`src/pmc_pkg.sv`:
```
// package: register map, field positions, reset values and timing for power mode control
package pmc_pkg;

	// ------------------------------------------------------------
	// register map
	// ------------------------------------------------------------
	localparam logic [7:0] PMC_CTRL_OFFSET = 8'h84;
	localparam int PMC_MODE_HI = 31;
	localparam int PMC_MODE_LO = 29;
	localparam int PMC_SLEEP_BIT = 28;
	localparam int PMC_AUTO_WAKE_BIT = 27;
	localparam int PMC_IND_DIS_BIT = 26;
	localparam int PMC_CLK_GATE_BIT = 21;
	localparam int PMC_STS_B_BIT = 17;
	localparam int PMC_STS_A_BIT = 16;
	localparam int PMC_EN_B_BIT = 15;
	localparam int PMC_EN_A_BIT = 14;
	localparam int PMC_READY_BIT = 0;

	// ------------------------------------------------------------
	// reset values and encodings
	// ------------------------------------------------------------
	localparam logic [2:0] PMC_MODE_RESET = 3'h0;
	localparam logic [2:0] PMC_FULL_POWER_STATE = 3'h0;
	localparam logic [2:0] PMC_LIGHT_SLEEP_STATE = 3'h1;
	localparam logic [2:0] PMC_DEEPER_SLEEP_STATE = 3'h2;
	localparam logic [2:0] PMC_DEEPEST_SLEEP_STATE = 3'h3;

	// ------------------------------------------------------------
	// timing
	// ------------------------------------------------------------
	localparam int PMC_CLK_MHZ = 200;
	localparam int PMC_WAKE_MAX_US = 2000;
	localparam int PMC_WAKE_MAX_CYC = PMC_WAKE_MAX_US * PMC_CLK_MHZ;
	localparam int PMC_PLL_SETTLE_CYC = 64;

	typedef enum logic [3:0] {
		PMC_ST_RUN = 4'h1,
		PMC_ST_SLEEP = 4'h2,
		PMC_ST_WAKE = 4'h4,
		PMC_ST_SETTLE = 4'h8
	} pmc_state_t;

endpackage

```
`src/pmc_sync.sv`:
```
// module: three-stage input synchroniser with agreement of the last two stages
module pmc_sync
(
	// clock and reset
	input wire logic i_sys_clk,
	input wire logic i_rst_b,
	input wire logic i_ce,
	// data
	input wire logic i_async,
	output logic o_sync
);

	logic s1_reg;
	logic s2_reg;
	logic s3_reg;

	// first stage is read only by the second
	always_ff @(posedge i_sys_clk or negedge i_rst_b)
	begin
		if (!i_rst_b)
		begin
			s1_reg <= 1'b0;
			s2_reg <= 1'b0;
			s3_reg <= 1'b0;
			o_sync <= 1'b0;
		end
		else if (i_ce)
		begin
			s1_reg <= i_async;
			s2_reg <= s1_reg;
			s3_reg <= s2_reg;
			if (s2_reg == s3_reg)
			begin
				o_sync <= s3_reg;
			end
		end
	end

endmodule // pmc_sync

```
`src/pmc_ctrl.sv`:
```
// module: power management control register and sleep sequencer
module pmc_ctrl
#(
	parameter int WAKE_MAX_CYC = pmc_pkg::PMC_WAKE_MAX_CYC,
	parameter int PLL_SETTLE_CYC = pmc_pkg::PMC_PLL_SETTLE_CYC,
	parameter int N_IND = 4
)
(
	// clock and reset
	input wire logic i_sys_clk,
	input wire logic i_rst_b,
	input wire logic i_ce,
	// register port
	input wire logic [7:0] i_addr,
	input wire logic i_wr,
	input wire logic [3:0] i_be,
	input wire logic [31:0] i_wdata,
	input wire logic i_rd,
	output logic [31:0] o_rdata,
	// phy events (pins) and wake sources
	input wire logic i_port_a_event,
	input wire logic i_port_b_event,
	input wire logic i_manual_wake,
	input wire logic i_pll_locked,
	input wire logic i_irq_flag_clear,
	// indicators
	input wire logic [N_IND-1:0] i_ind_value,
	input wire logic [N_IND-1:0] i_ind_push_pull,
	input wire logic [N_IND-1:0] i_ind_active_high,
	output logic [N_IND-1:0] o_ind_out,
	output logic [N_IND-1:0] o_ind_oe,
	// power outputs
	output logic o_core_clk_en,
	output logic o_sleeping,
	output logic [2:0] o_sleep_state,
	output logic o_wake_event_irq_flag,
	output logic o_device_ready
);

	// ------------------------------------------------------------
	// register fields
	// ------------------------------------------------------------
	logic [2:0] sleep_state_select_reg;
	logic sleep_request_reg;
	logic auto_wake_enable_reg;
	logic indicator_disable_reg;
	logic core_clock_gate_reg;
	logic gate_first_one_reg;
	logic port_a_wake_status_reg;
	logic port_b_wake_status_reg;
	logic port_a_wake_enable_reg;
	logic port_b_wake_enable_reg;
	logic ready_reg;
	logic wake_irq_reg;
	pmc_pkg::pmc_state_t state_reg;
	logic [31:0] cnt_reg;
	logic ev_a;
	logic ev_b;
	logic ev_a_d_reg;
	logic ev_b_d_reg;
	logic wake_done;
	logic wake_start;
	logic hit_wr;
	logic sel_wr;
	logic req_wr;
	logic [2:0] new_sel;
	logic [31:0] wake_cyc_reg;

	pmc_sync u_sync_a
	(
		.i_sys_clk(i_sys_clk),
		.i_rst_b(i_rst_b),
		.i_ce(i_ce),
		.i_async(i_port_a_event),
		.o_sync(ev_a)
	);

	pmc_sync u_sync_b
	(
		.i_sys_clk(i_sys_clk),
		.i_rst_b(i_rst_b),
		.i_ce(i_ce),
		.i_async(i_port_b_event),
		.o_sync(ev_b)
	);

	// ------------------------------------------------------------
	// write decode
	// ------------------------------------------------------------
	assign hit_wr = i_ce && i_wr && (i_addr == pmc_pkg::PMC_CTRL_OFFSET);
	assign new_sel = i_wdata[pmc_pkg::PMC_MODE_HI:pmc_pkg::PMC_MODE_LO];
	// select written with sleep request one is dropped
	assign sel_wr = hit_wr && i_be[3] && !i_wdata[pmc_pkg::PMC_SLEEP_BIT];
	// request dropped if the same write changes the select field
	assign req_wr = hit_wr && i_be[3] && i_wdata[pmc_pkg::PMC_SLEEP_BIT]
		&& (new_sel == sleep_state_select_reg);
	assign wake_done = (state_reg == pmc_pkg::PMC_ST_SETTLE) && (cnt_reg == 32'h0)
		&& i_pll_locked;
	// deepest state wakes manually only
	assign wake_start = (state_reg == pmc_pkg::PMC_ST_SLEEP) && (i_manual_wake
		|| (auto_wake_enable_reg && wake_irq_reg
		&& (sleep_state_select_reg != pmc_pkg::PMC_DEEPEST_SLEEP_STATE)));

	// ------------------------------------------------------------
	// sleep select and request
	// ------------------------------------------------------------
	always_ff @(posedge i_sys_clk or negedge i_rst_b)
	begin
		if (!i_rst_b)
		begin
			sleep_state_select_reg <= pmc_pkg::PMC_MODE_RESET;
			sleep_request_reg <= 1'b0;
		end
		else if (i_ce)
		begin
			if (wake_done)
			begin
				sleep_state_select_reg <= pmc_pkg::PMC_MODE_RESET;
				sleep_request_reg <= 1'b0;
			end
			else
			begin
				if (sel_wr)
				begin
					sleep_state_select_reg <= new_sel;
				end
				// full-power code is not blocked here
				if (req_wr)
				begin
					sleep_request_reg <= 1'b1;
				end
			end
		end
	end

	// ------------------------------------------------------------
	// other control bits
	// ------------------------------------------------------------
	always_ff @(posedge i_sys_clk or negedge i_rst_b)
	begin
		if (!i_rst_b)
		begin
			auto_wake_enable_reg <= 1'b0;
			indicator_disable_reg <= 1'b0;
			core_clock_gate_reg <= 1'b0;
			gate_first_one_reg <= 1'b0;
			port_a_wake_enable_reg <= 1'b0;
			port_b_wake_enable_reg <= 1'b0;
		end
		else if (hit_wr)
		begin
			if (i_be[3])
			begin
				auto_wake_enable_reg <= i_wdata[pmc_pkg::PMC_AUTO_WAKE_BIT];
				indicator_disable_reg <= i_wdata[pmc_pkg::PMC_IND_DIS_BIT];
			end
			if (i_be[2])
			begin
				// zero clears and resets the count; two ones in a row needed
				if (!i_wdata[pmc_pkg::PMC_CLK_GATE_BIT])
				begin
					core_clock_gate_reg <= 1'b0;
					gate_first_one_reg <= 1'b0;
				end
				else if (gate_first_one_reg)
				begin
					core_clock_gate_reg <= 1'b1;
				end
				else
				begin
					gate_first_one_reg <= 1'b1;
				end
			end
			if (i_be[1])
			begin
				port_b_wake_enable_reg <= i_wdata[pmc_pkg::PMC_EN_B_BIT];
				port_a_wake_enable_reg <= i_wdata[pmc_pkg::PMC_EN_A_BIT];
			end
		end
	end

	// ------------------------------------------------------------
	// wake status and irq flag
	// ------------------------------------------------------------
	// level events: a status clear while the phy still holds the event is overridden
	always_ff @(posedge i_sys_clk or negedge i_rst_b)
	begin
		if (!i_rst_b)
		begin
			port_a_wake_status_reg <= 1'b0;
			port_b_wake_status_reg <= 1'b0;
			wake_irq_reg <= 1'b0;
			ev_a_d_reg <= 1'b0;
			ev_b_d_reg <= 1'b0;
		end
		else if (i_ce)
		begin
			ev_a_d_reg <= ev_a;
			ev_b_d_reg <= ev_b;
			if (ev_a)
			begin
				port_a_wake_status_reg <= 1'b1;
			end
			else if (hit_wr && i_be[2] && i_wdata[pmc_pkg::PMC_STS_A_BIT])
			begin
				port_a_wake_status_reg <= 1'b0;
			end
			if (ev_b)
			begin
				port_b_wake_status_reg <= 1'b1;
			end
			else if (hit_wr && i_be[2] && i_wdata[pmc_pkg::PMC_STS_B_BIT])
			begin
				port_b_wake_status_reg <= 1'b0;
			end
			if ((ev_a && !ev_a_d_reg && port_a_wake_enable_reg)
				|| (ev_b && !ev_b_d_reg && port_b_wake_enable_reg))
			begin
				wake_irq_reg <= 1'b1;
			end
			else if (i_irq_flag_clear)
			begin
				wake_irq_reg <= 1'b0;
			end
		end
	end

	// ------------------------------------------------------------
	// power sequencer
	// ------------------------------------------------------------
	always_ff @(posedge i_sys_clk or negedge i_rst_b)
	begin
		if (!i_rst_b)
		begin
			state_reg <= pmc_pkg::PMC_ST_SETTLE;
			cnt_reg <= 32'h0;
			ready_reg <= 1'b0;
		end
		else if (i_ce)
		begin
			unique case (state_reg)
				pmc_pkg::PMC_ST_RUN:
				begin
					if (sleep_request_reg)
					begin
						state_reg <= pmc_pkg::PMC_ST_SLEEP;
						ready_reg <= 1'b0;
					end
				end
				pmc_pkg::PMC_ST_SLEEP:
				begin
					if (wake_start)
					begin
						state_reg <= pmc_pkg::PMC_ST_WAKE;
					end
				end
				pmc_pkg::PMC_ST_WAKE:
				begin
					state_reg <= pmc_pkg::PMC_ST_SETTLE;
					cnt_reg <= 32'(PLL_SETTLE_CYC);
				end
				pmc_pkg::PMC_ST_SETTLE:
				begin
					// pll must report lock; settle bounded well inside wake limit
					if (cnt_reg != 32'h0)
					begin
						cnt_reg <= cnt_reg - 32'h1;
					end
					else if (i_pll_locked)
					begin
						state_reg <= pmc_pkg::PMC_ST_RUN;
						ready_reg <= 1'b1;
					end
				end
			endcase
		end
	end

	// ------------------------------------------------------------
	// read and outputs
	// ------------------------------------------------------------
	// reads are side-effect free, so any byte subset or sleep state is safe
	always_ff @(posedge i_sys_clk or negedge i_rst_b)
	begin
		if (!i_rst_b)
		begin
			o_rdata <= 32'h0;
		end
		else if (i_ce && i_rd)
		begin
			o_rdata <= 32'h0;
			if (i_addr == pmc_pkg::PMC_CTRL_OFFSET)
			begin
				o_rdata[pmc_pkg::PMC_MODE_HI:pmc_pkg::PMC_MODE_LO] <= sleep_state_select_reg;
				o_rdata[pmc_pkg::PMC_SLEEP_BIT] <= sleep_request_reg;
				o_rdata[pmc_pkg::PMC_AUTO_WAKE_BIT] <= auto_wake_enable_reg;
				o_rdata[pmc_pkg::PMC_IND_DIS_BIT] <= indicator_disable_reg;
				o_rdata[pmc_pkg::PMC_CLK_GATE_BIT] <= core_clock_gate_reg;
				o_rdata[pmc_pkg::PMC_STS_B_BIT] <= port_b_wake_status_reg;
				o_rdata[pmc_pkg::PMC_STS_A_BIT] <= port_a_wake_status_reg;
				o_rdata[pmc_pkg::PMC_EN_B_BIT] <= port_b_wake_enable_reg;
				o_rdata[pmc_pkg::PMC_EN_A_BIT] <= port_a_wake_enable_reg;
				o_rdata[pmc_pkg::PMC_READY_BIT] <= ready_reg;
			end
		end
	end

	always_ff @(posedge i_sys_clk or negedge i_rst_b)
	begin
		if (!i_rst_b)
		begin
			o_core_clk_en <= 1'b1;
			o_sleeping <= 1'b0;
			o_sleep_state <= pmc_pkg::PMC_FULL_POWER_STATE;
			o_wake_event_irq_flag <= 1'b0;
			o_device_ready <= 1'b0;
		end
		else if (i_ce)
		begin
			o_core_clk_en <= !core_clock_gate_reg;
			o_sleeping <= (state_reg == pmc_pkg::PMC_ST_SLEEP);
			o_sleep_state <= (state_reg == pmc_pkg::PMC_ST_SLEEP) ? sleep_state_select_reg
				: pmc_pkg::PMC_FULL_POWER_STATE;
			o_wake_event_irq_flag <= wake_irq_reg;
			o_device_ready <= ready_reg;
		end
	end

	genvar gi;
	generate
		for (gi = 0; gi < N_IND; gi++)
		begin : g_ind
			always_ff @(posedge i_sys_clk or negedge i_rst_b)
			begin
				if (!i_rst_b)
				begin
					o_ind_out[gi] <= 1'b0;
					o_ind_oe[gi] <= 1'b0;
				end
				else if (i_ce)
				begin
					// disabled push-pull drives inactive level, open types float
					o_ind_out[gi] <= indicator_disable_reg ? !i_ind_active_high[gi]
						: i_ind_value[gi];
					o_ind_oe[gi] <= indicator_disable_reg ? i_ind_push_pull[gi]
						: (i_ind_push_pull[gi] || i_ind_value[gi]);
				end
			end
		end
	endgenerate

	// ------------------------------------------------------------
	// checks
	// ------------------------------------------------------------
	property p_gate_two;
		@(posedge i_sys_clk) disable iff (!i_rst_b)
		$rose(core_clock_gate_reg) |-> $past(gate_first_one_reg);
	endproperty
	a_gate_two: assert property (p_gate_two) else $error("gate set without two ones");

	property p_sel_ignored;
		@(posedge i_sys_clk) disable iff (!i_rst_b)
		(hit_wr && i_be[3] && i_wdata[pmc_pkg::PMC_SLEEP_BIT] && !wake_done)
		|=> $stable(sleep_state_select_reg);
	endproperty
	a_sel_ignored: assert property (p_sel_ignored) else $error("select changed");

	property p_req_ignored;
		@(posedge i_sys_clk) disable iff (!i_rst_b)
		(hit_wr && i_be[3] && (new_sel != sleep_state_select_reg) && !sleep_request_reg)
		|=> !sleep_request_reg;
	endproperty
	a_req_ignored: assert property (p_req_ignored) else $error("request taken");

	property p_ready_low_sleep;
		@(posedge i_sys_clk) disable iff (!i_rst_b)
		(state_reg == pmc_pkg::PMC_ST_SLEEP) |-> !ready_reg;
	endproperty
	a_ready_low_sleep: assert property (p_ready_low_sleep) else $error("ready in sleep");

	property p_wake_clears;
		@(posedge i_sys_clk) disable iff (!i_rst_b)
		(i_ce && wake_done) |=> (!sleep_request_reg && sleep_state_select_reg == 3'h0 && ready_reg);
	endproperty
	a_wake_clears: assert property (p_wake_clears) else $error("wake did not clear");

	property p_clk_gate;
		@(posedge i_sys_clk) disable iff (!i_rst_b)
		i_ce |=> (o_core_clk_en == !$past(core_clock_gate_reg));
	endproperty
	a_clk_gate: assert property (p_clk_gate) else $error("core clock mismatch");

	property p_sts_a;
		@(posedge i_sys_clk) disable iff (!i_rst_b)
		(i_ce && ev_a) |=> port_a_wake_status_reg;
	endproperty
	a_sts_a: assert property (p_sts_a) else $error("port a status not set");

	property p_sts_b;
		@(posedge i_sys_clk) disable iff (!i_rst_b)
		(i_ce && ev_b) |=> port_b_wake_status_reg;
	endproperty
	a_sts_b: assert property (p_sts_b) else $error("port b status not set");

	property p_irq_en;
		@(posedge i_sys_clk) disable iff (!i_rst_b)
		(i_ce && ev_a && !ev_a_d_reg && port_a_wake_enable_reg) |=> wake_irq_reg;
	endproperty
	a_irq_en: assert property (p_irq_en) else $error("irq flag not set");

	property p_auto_wake;
		@(posedge i_sys_clk) disable iff (!i_rst_b)
		(i_ce && state_reg == pmc_pkg::PMC_ST_SLEEP && auto_wake_enable_reg && wake_irq_reg
		&& sleep_state_select_reg != 3'h3) |=> (state_reg == pmc_pkg::PMC_ST_WAKE);
	endproperty
	a_auto_wake: assert property (p_auto_wake) else $error("auto wake missed");

	property p_irq_en_b;
		@(posedge i_sys_clk) disable iff (!i_rst_b)
		(i_ce && ev_b && !ev_b_d_reg && port_b_wake_enable_reg) |=> wake_irq_reg;
	endproperty
	a_irq_en_b: assert property (p_irq_en_b) else $error("port b irq flag not set");

	// cycles spent between sleep and run; a pll that never locks trips this
	always_ff @(posedge i_sys_clk or negedge i_rst_b)
	begin
		if (!i_rst_b)
		begin
			wake_cyc_reg <= 32'h0;
		end
		else if (i_ce)
		begin
			if ((state_reg == pmc_pkg::PMC_ST_RUN) || (state_reg == pmc_pkg::PMC_ST_SLEEP))
			begin
				wake_cyc_reg <= 32'h0;
			end
			else
			begin
				wake_cyc_reg <= wake_cyc_reg + 32'h1;
			end
		end
	end

	property p_wake_bound;
		@(posedge i_sys_clk) disable iff (!i_rst_b)
		wake_cyc_reg < 32'(WAKE_MAX_CYC);
	endproperty
	a_wake_bound: assert property (p_wake_bound) else $error("wake took too long");

endmodule // pmc_ctrl

```
`config.mk`:
```
export PLATFORM = sky130hd
export DESIGN_NAME = pmc_ctrl
export DESIGN_NICKNAME = d
export VERILOG_FILES = /design/src/pmc_pkg.sv /design/src/pmc_sync.sv /design/src/pmc_ctrl.sv
export SDC_FILE = /design/constraint.sdc
export NUM_CORES = 1
export LEC_CHECK = 0
export BUFFER_PORTS_ARGS = -buffer_cell sky130_fd_sc_hd__buf_2
export CAP_MARGIN = 10
export CORE_UTILIZATION = 40
export DETAILED_ROUTE_END_ITERATION = 16
export SLEW_MARGIN = 5
export SYNTH_ARGS = -nofsm -noshare
export SYNTH_HDL_FRONTEND = slang
export SYNTH_SLANG_ARGS = --single-unit
```
`constraint.sdc`:
```
create_clock -name i_sys_clk -period 3.7 [get_ports i_sys_clk]
set_clock_uncertainty 0.15 [all_clocks]
set_input_delay 0.37 -clock i_sys_clk [delete_from_list [all_inputs] [get_ports i_sys_clk]]
set_output_delay 0.37 -clock i_sys_clk [all_outputs]
set_load 0.01 [all_outputs]
```
==> impl_metrics.tcl <==
set metrics [dict create \
    largest_reg_flops 32 \
    multi_input_area_um2 1960 \
    rows 37 \
    drtPass1Iterations 4 \
    h-tree-depth 3 \
    grt_pass1_vias 3219 \
    grt_setup_unrepaired "false" \
    area_delta_synth_final_pct 12.7 \
    insertion_delay_ps 370 \
    r2r_slack_ps 680 \
    initial_utilization_pct 41.9 \
    layout_setup_ws_ps 682 \
    syn_inst 420 \
    final_util_pct 47.3 \
    finalSetupViolations 0 \
    ir_worst_vdd_uv 343 \
    cts_tree "done" \
    p_leak_nw 2.31 \
    detail-route-antenna-nets 0 \
    drv_slew 0 \
    cts_setup_buffers 0 \
    synth-async-reset-ratio_pct 100 \
    crit_fanout 16 \
    layout-drive-gt1-share_pct 26.6 \
    die_x_um 107 \
    die_h_um 107 \
    clk_path_buf_depth 2 \
    finalCritPeriodShare_pct 81.6 \
    ys_types 58 \
    fin_nets 555 \
    rr_endpoint "sleep_state_select_reg[2]" \
    detail_route.wl_per_cell_um 14.9 \
    worstSetupPathType "reg -> reg" \
    maxCapViolations 0 \
    diodes 0 \
    finalPower_mw 3.06 \
    grt_pass1_wl_um 15800 \
    synth.most_common_cell "dfrtp_1" \
    synth_top_area_cell "dfrtp_1" \
    io_pins 113 \
    netlist_area_um2 4390 \
    grt_max_degree 82 \
    vias 3375 \
    drc 0 \
    worst-slew-pin-transition_ps 1010 \
    critPathArrivalTime_ps 3120 \
    yosys_warnings 0 \
    max_freq_mhz 331 \
    place_inst 613 \
    worst_setup_path_end_kind "register" \
    hp-class "in -> async" \
    status "complete, no violations" \
    cts.sinks 87 \
    synth_common_cells "85 x dfrtp_1, 35 x a21oi_1, 28 x nor2_1, 21 x buf_4, 21 x nand2_1" \
    finalNonFillerCells 629 \
    final-seq-area_um2 2180 \
    yosysTopAreaCellShare_pct 48.5 \
    via_per_inst 5.37 \
    grt.overflow.total 0 \
    synthTopCellsByArea "dfrtp_1 48%, mux2_2 4.9%, a21oi_1 4.0%, buf_4 3.6%, a22o_1 2.8%" \
    maxSlewHeadroom_pct 32.5 \
    antenna_found_initial 0 \
    avgSynthCellArea_um2 10.4 \
    die_area_um2 11400 \
    ys_seq_area_share_pct 49.7 \
    cp.required_ps 3810 \
    hold_viol 0 \
    r2r-start "state_reg[3]" \
    first_iter_violations 166 \
    synth_seq_cells 87 \
    setup_tns_ps 0 \
    clk_pin_slew_ps 90 \
    r2r_cells 5 \
    min_period_ps 3020 \
    grt_usage_pct 17.8 \
    core_area_um2 10500 \
    fill_cells 1035 \
    synth-edff-count 0 \
    clockRootBuffer "clkbuf_8" \
    ys.flop_type "dfrtp_1" \
    p_per_area_nw_per_um2 619 \
    place_hpwl_um 6580 \
    cts_hold_buf 0 \
    place_ws_ps 715 \
    worstSetupStartpointType "register" \
    place.gp.congestion 0.828 \
    port_buffers 70 \
    ctsResizeCount 0 \
    finalWirelength_um 9360 \
    cts_buffers 9 \
]
routing by layer:
metal | part of all wire, % | up-vias | GRT usage (%)
met3 | 5.4 | 10 | 5.78
met5 | 0 | - | 0
li1 | - | 1664 | -
met2 | 47 | 85 | 28.1
met1 | 46 | 1616 | 23.2
met4 | 1.2 | 0 | 5.28
how the worst max path moves through the flow:
| stage | from | endpoint | slack [ps] | cells past startpoint |
|---|---|---|---|---|
| floorplan | state_reg[3] | cnt_reg[5] | 1150 | 8 |
| global placement | state_reg[3] | sleep_state_select_reg[2] | 770 | 5 |
| detailed placement | state_reg[3] | sleep_state_select_reg[2] | 710 | 5 |
| CTS | state_reg[3] | sleep_state_select_reg[2] | 690 | 5 |
| global route | cnt_reg[20] | sleep_state_select_reg[2] | 530 | 5 |
| finish | state_reg[3] | sleep_state_select_reg[2] | 680 | 5 |
cell families after synthesis:
group	Yosys count	synth area share [%]
AOI/OAI and AO/OA	108	17.1
xor gates and xnor gates	7	1.40
adders and majority gates	1	0.285
buffers and inverters	54	7.33
DFF	87	49.7
muxes	20	5.10
other	1	0.0855
and+or+nand+nor	142	19.0
stage by stage:
stage,hold WS [ps],area [um^2]
3_3_place_gp,298,4770
2_1_floorplan,-75.6,4460
3_5_place_dp,310,4770
6_report,11.2,4940
5_1_grt,48.6,4940
4_1_cts,60.0,4940
cell type report:
class | count | area share (%)
clock inverter | 7 | 1.11
inverter | 16 | 1.21
timing repair buffer | 76 | 8.05
tap | 136 | 3.44
multi-input combinational | 298 | 39.6
sequential | 87 | 44.1
clock buffer | 9 | 2.51
cell usage in the layout (no fill, tap or decap), types with 2 or more instances in the layout:
| cell type | instances |
|---|---|
| a211oi_1 | 2 |
| a21o_1 | 2 |
| a21oi_1 | 35 |
| a21oi_2 | 8 |
| a22o_1 | 14 |
| a31o_1 | 2 |
| a31oi_1 | 2 |
| and2_1 | 2 |
| and3_1 | 2 |
| and4_1 | 3 |
| buf_2 | 69 |
| buf_4 | 7 |
| clkbuf_8 | 9 |
| clkinvlp_4 | 2 |
| conb_1 | 20 |
| dfrtp_1 | 85 |
| dfstp_2 | 2 |
| inv_1 | 16 |
| inv_6 | 3 |
| mux2_2 | 19 |
| nand2_1 | 21 |
| nand2b_1 | 2 |
| nand3_1 | 11 |
| nand4_1 | 8 |
| nand4b_1 | 5 |
| nor2_1 | 28 |
| nor2b_1 | 4 |
| nor3_1 | 4 |
| nor4_1 | 6 |
| nor4b_1 | 5 |
| o21a_1 | 2 |
| o21ai_0 | 16 |
| o31ai_1 | 11 |
| o41ai_1 | 4 |
| or2_2 | 2 |
| or3_1 | 17 |
| or4_1 | 16 |
| xor2_1 | 6 |
where the power goes:
group / leakage, nW / switching (mW) / total (mW) / internal, mW
sequential: 1.14 / 0.185 / 1.32 / 1.13
clock: 0.0866 / 0.366 / 0.616 / 0.251
combinational: 1.08 / 0.696 / 1.13 / 0.430
total: 2.31 / 1.25 / 3.06 / 1.81
critical path: stages (launching register included):
cell and delay, ps:
dfstp_2 570, or4b_4 510, or3_1 580, nor3_4 580
nand3_1 250, a31o_1 260
Note: power is estimated with default switching activity, not from simulation.
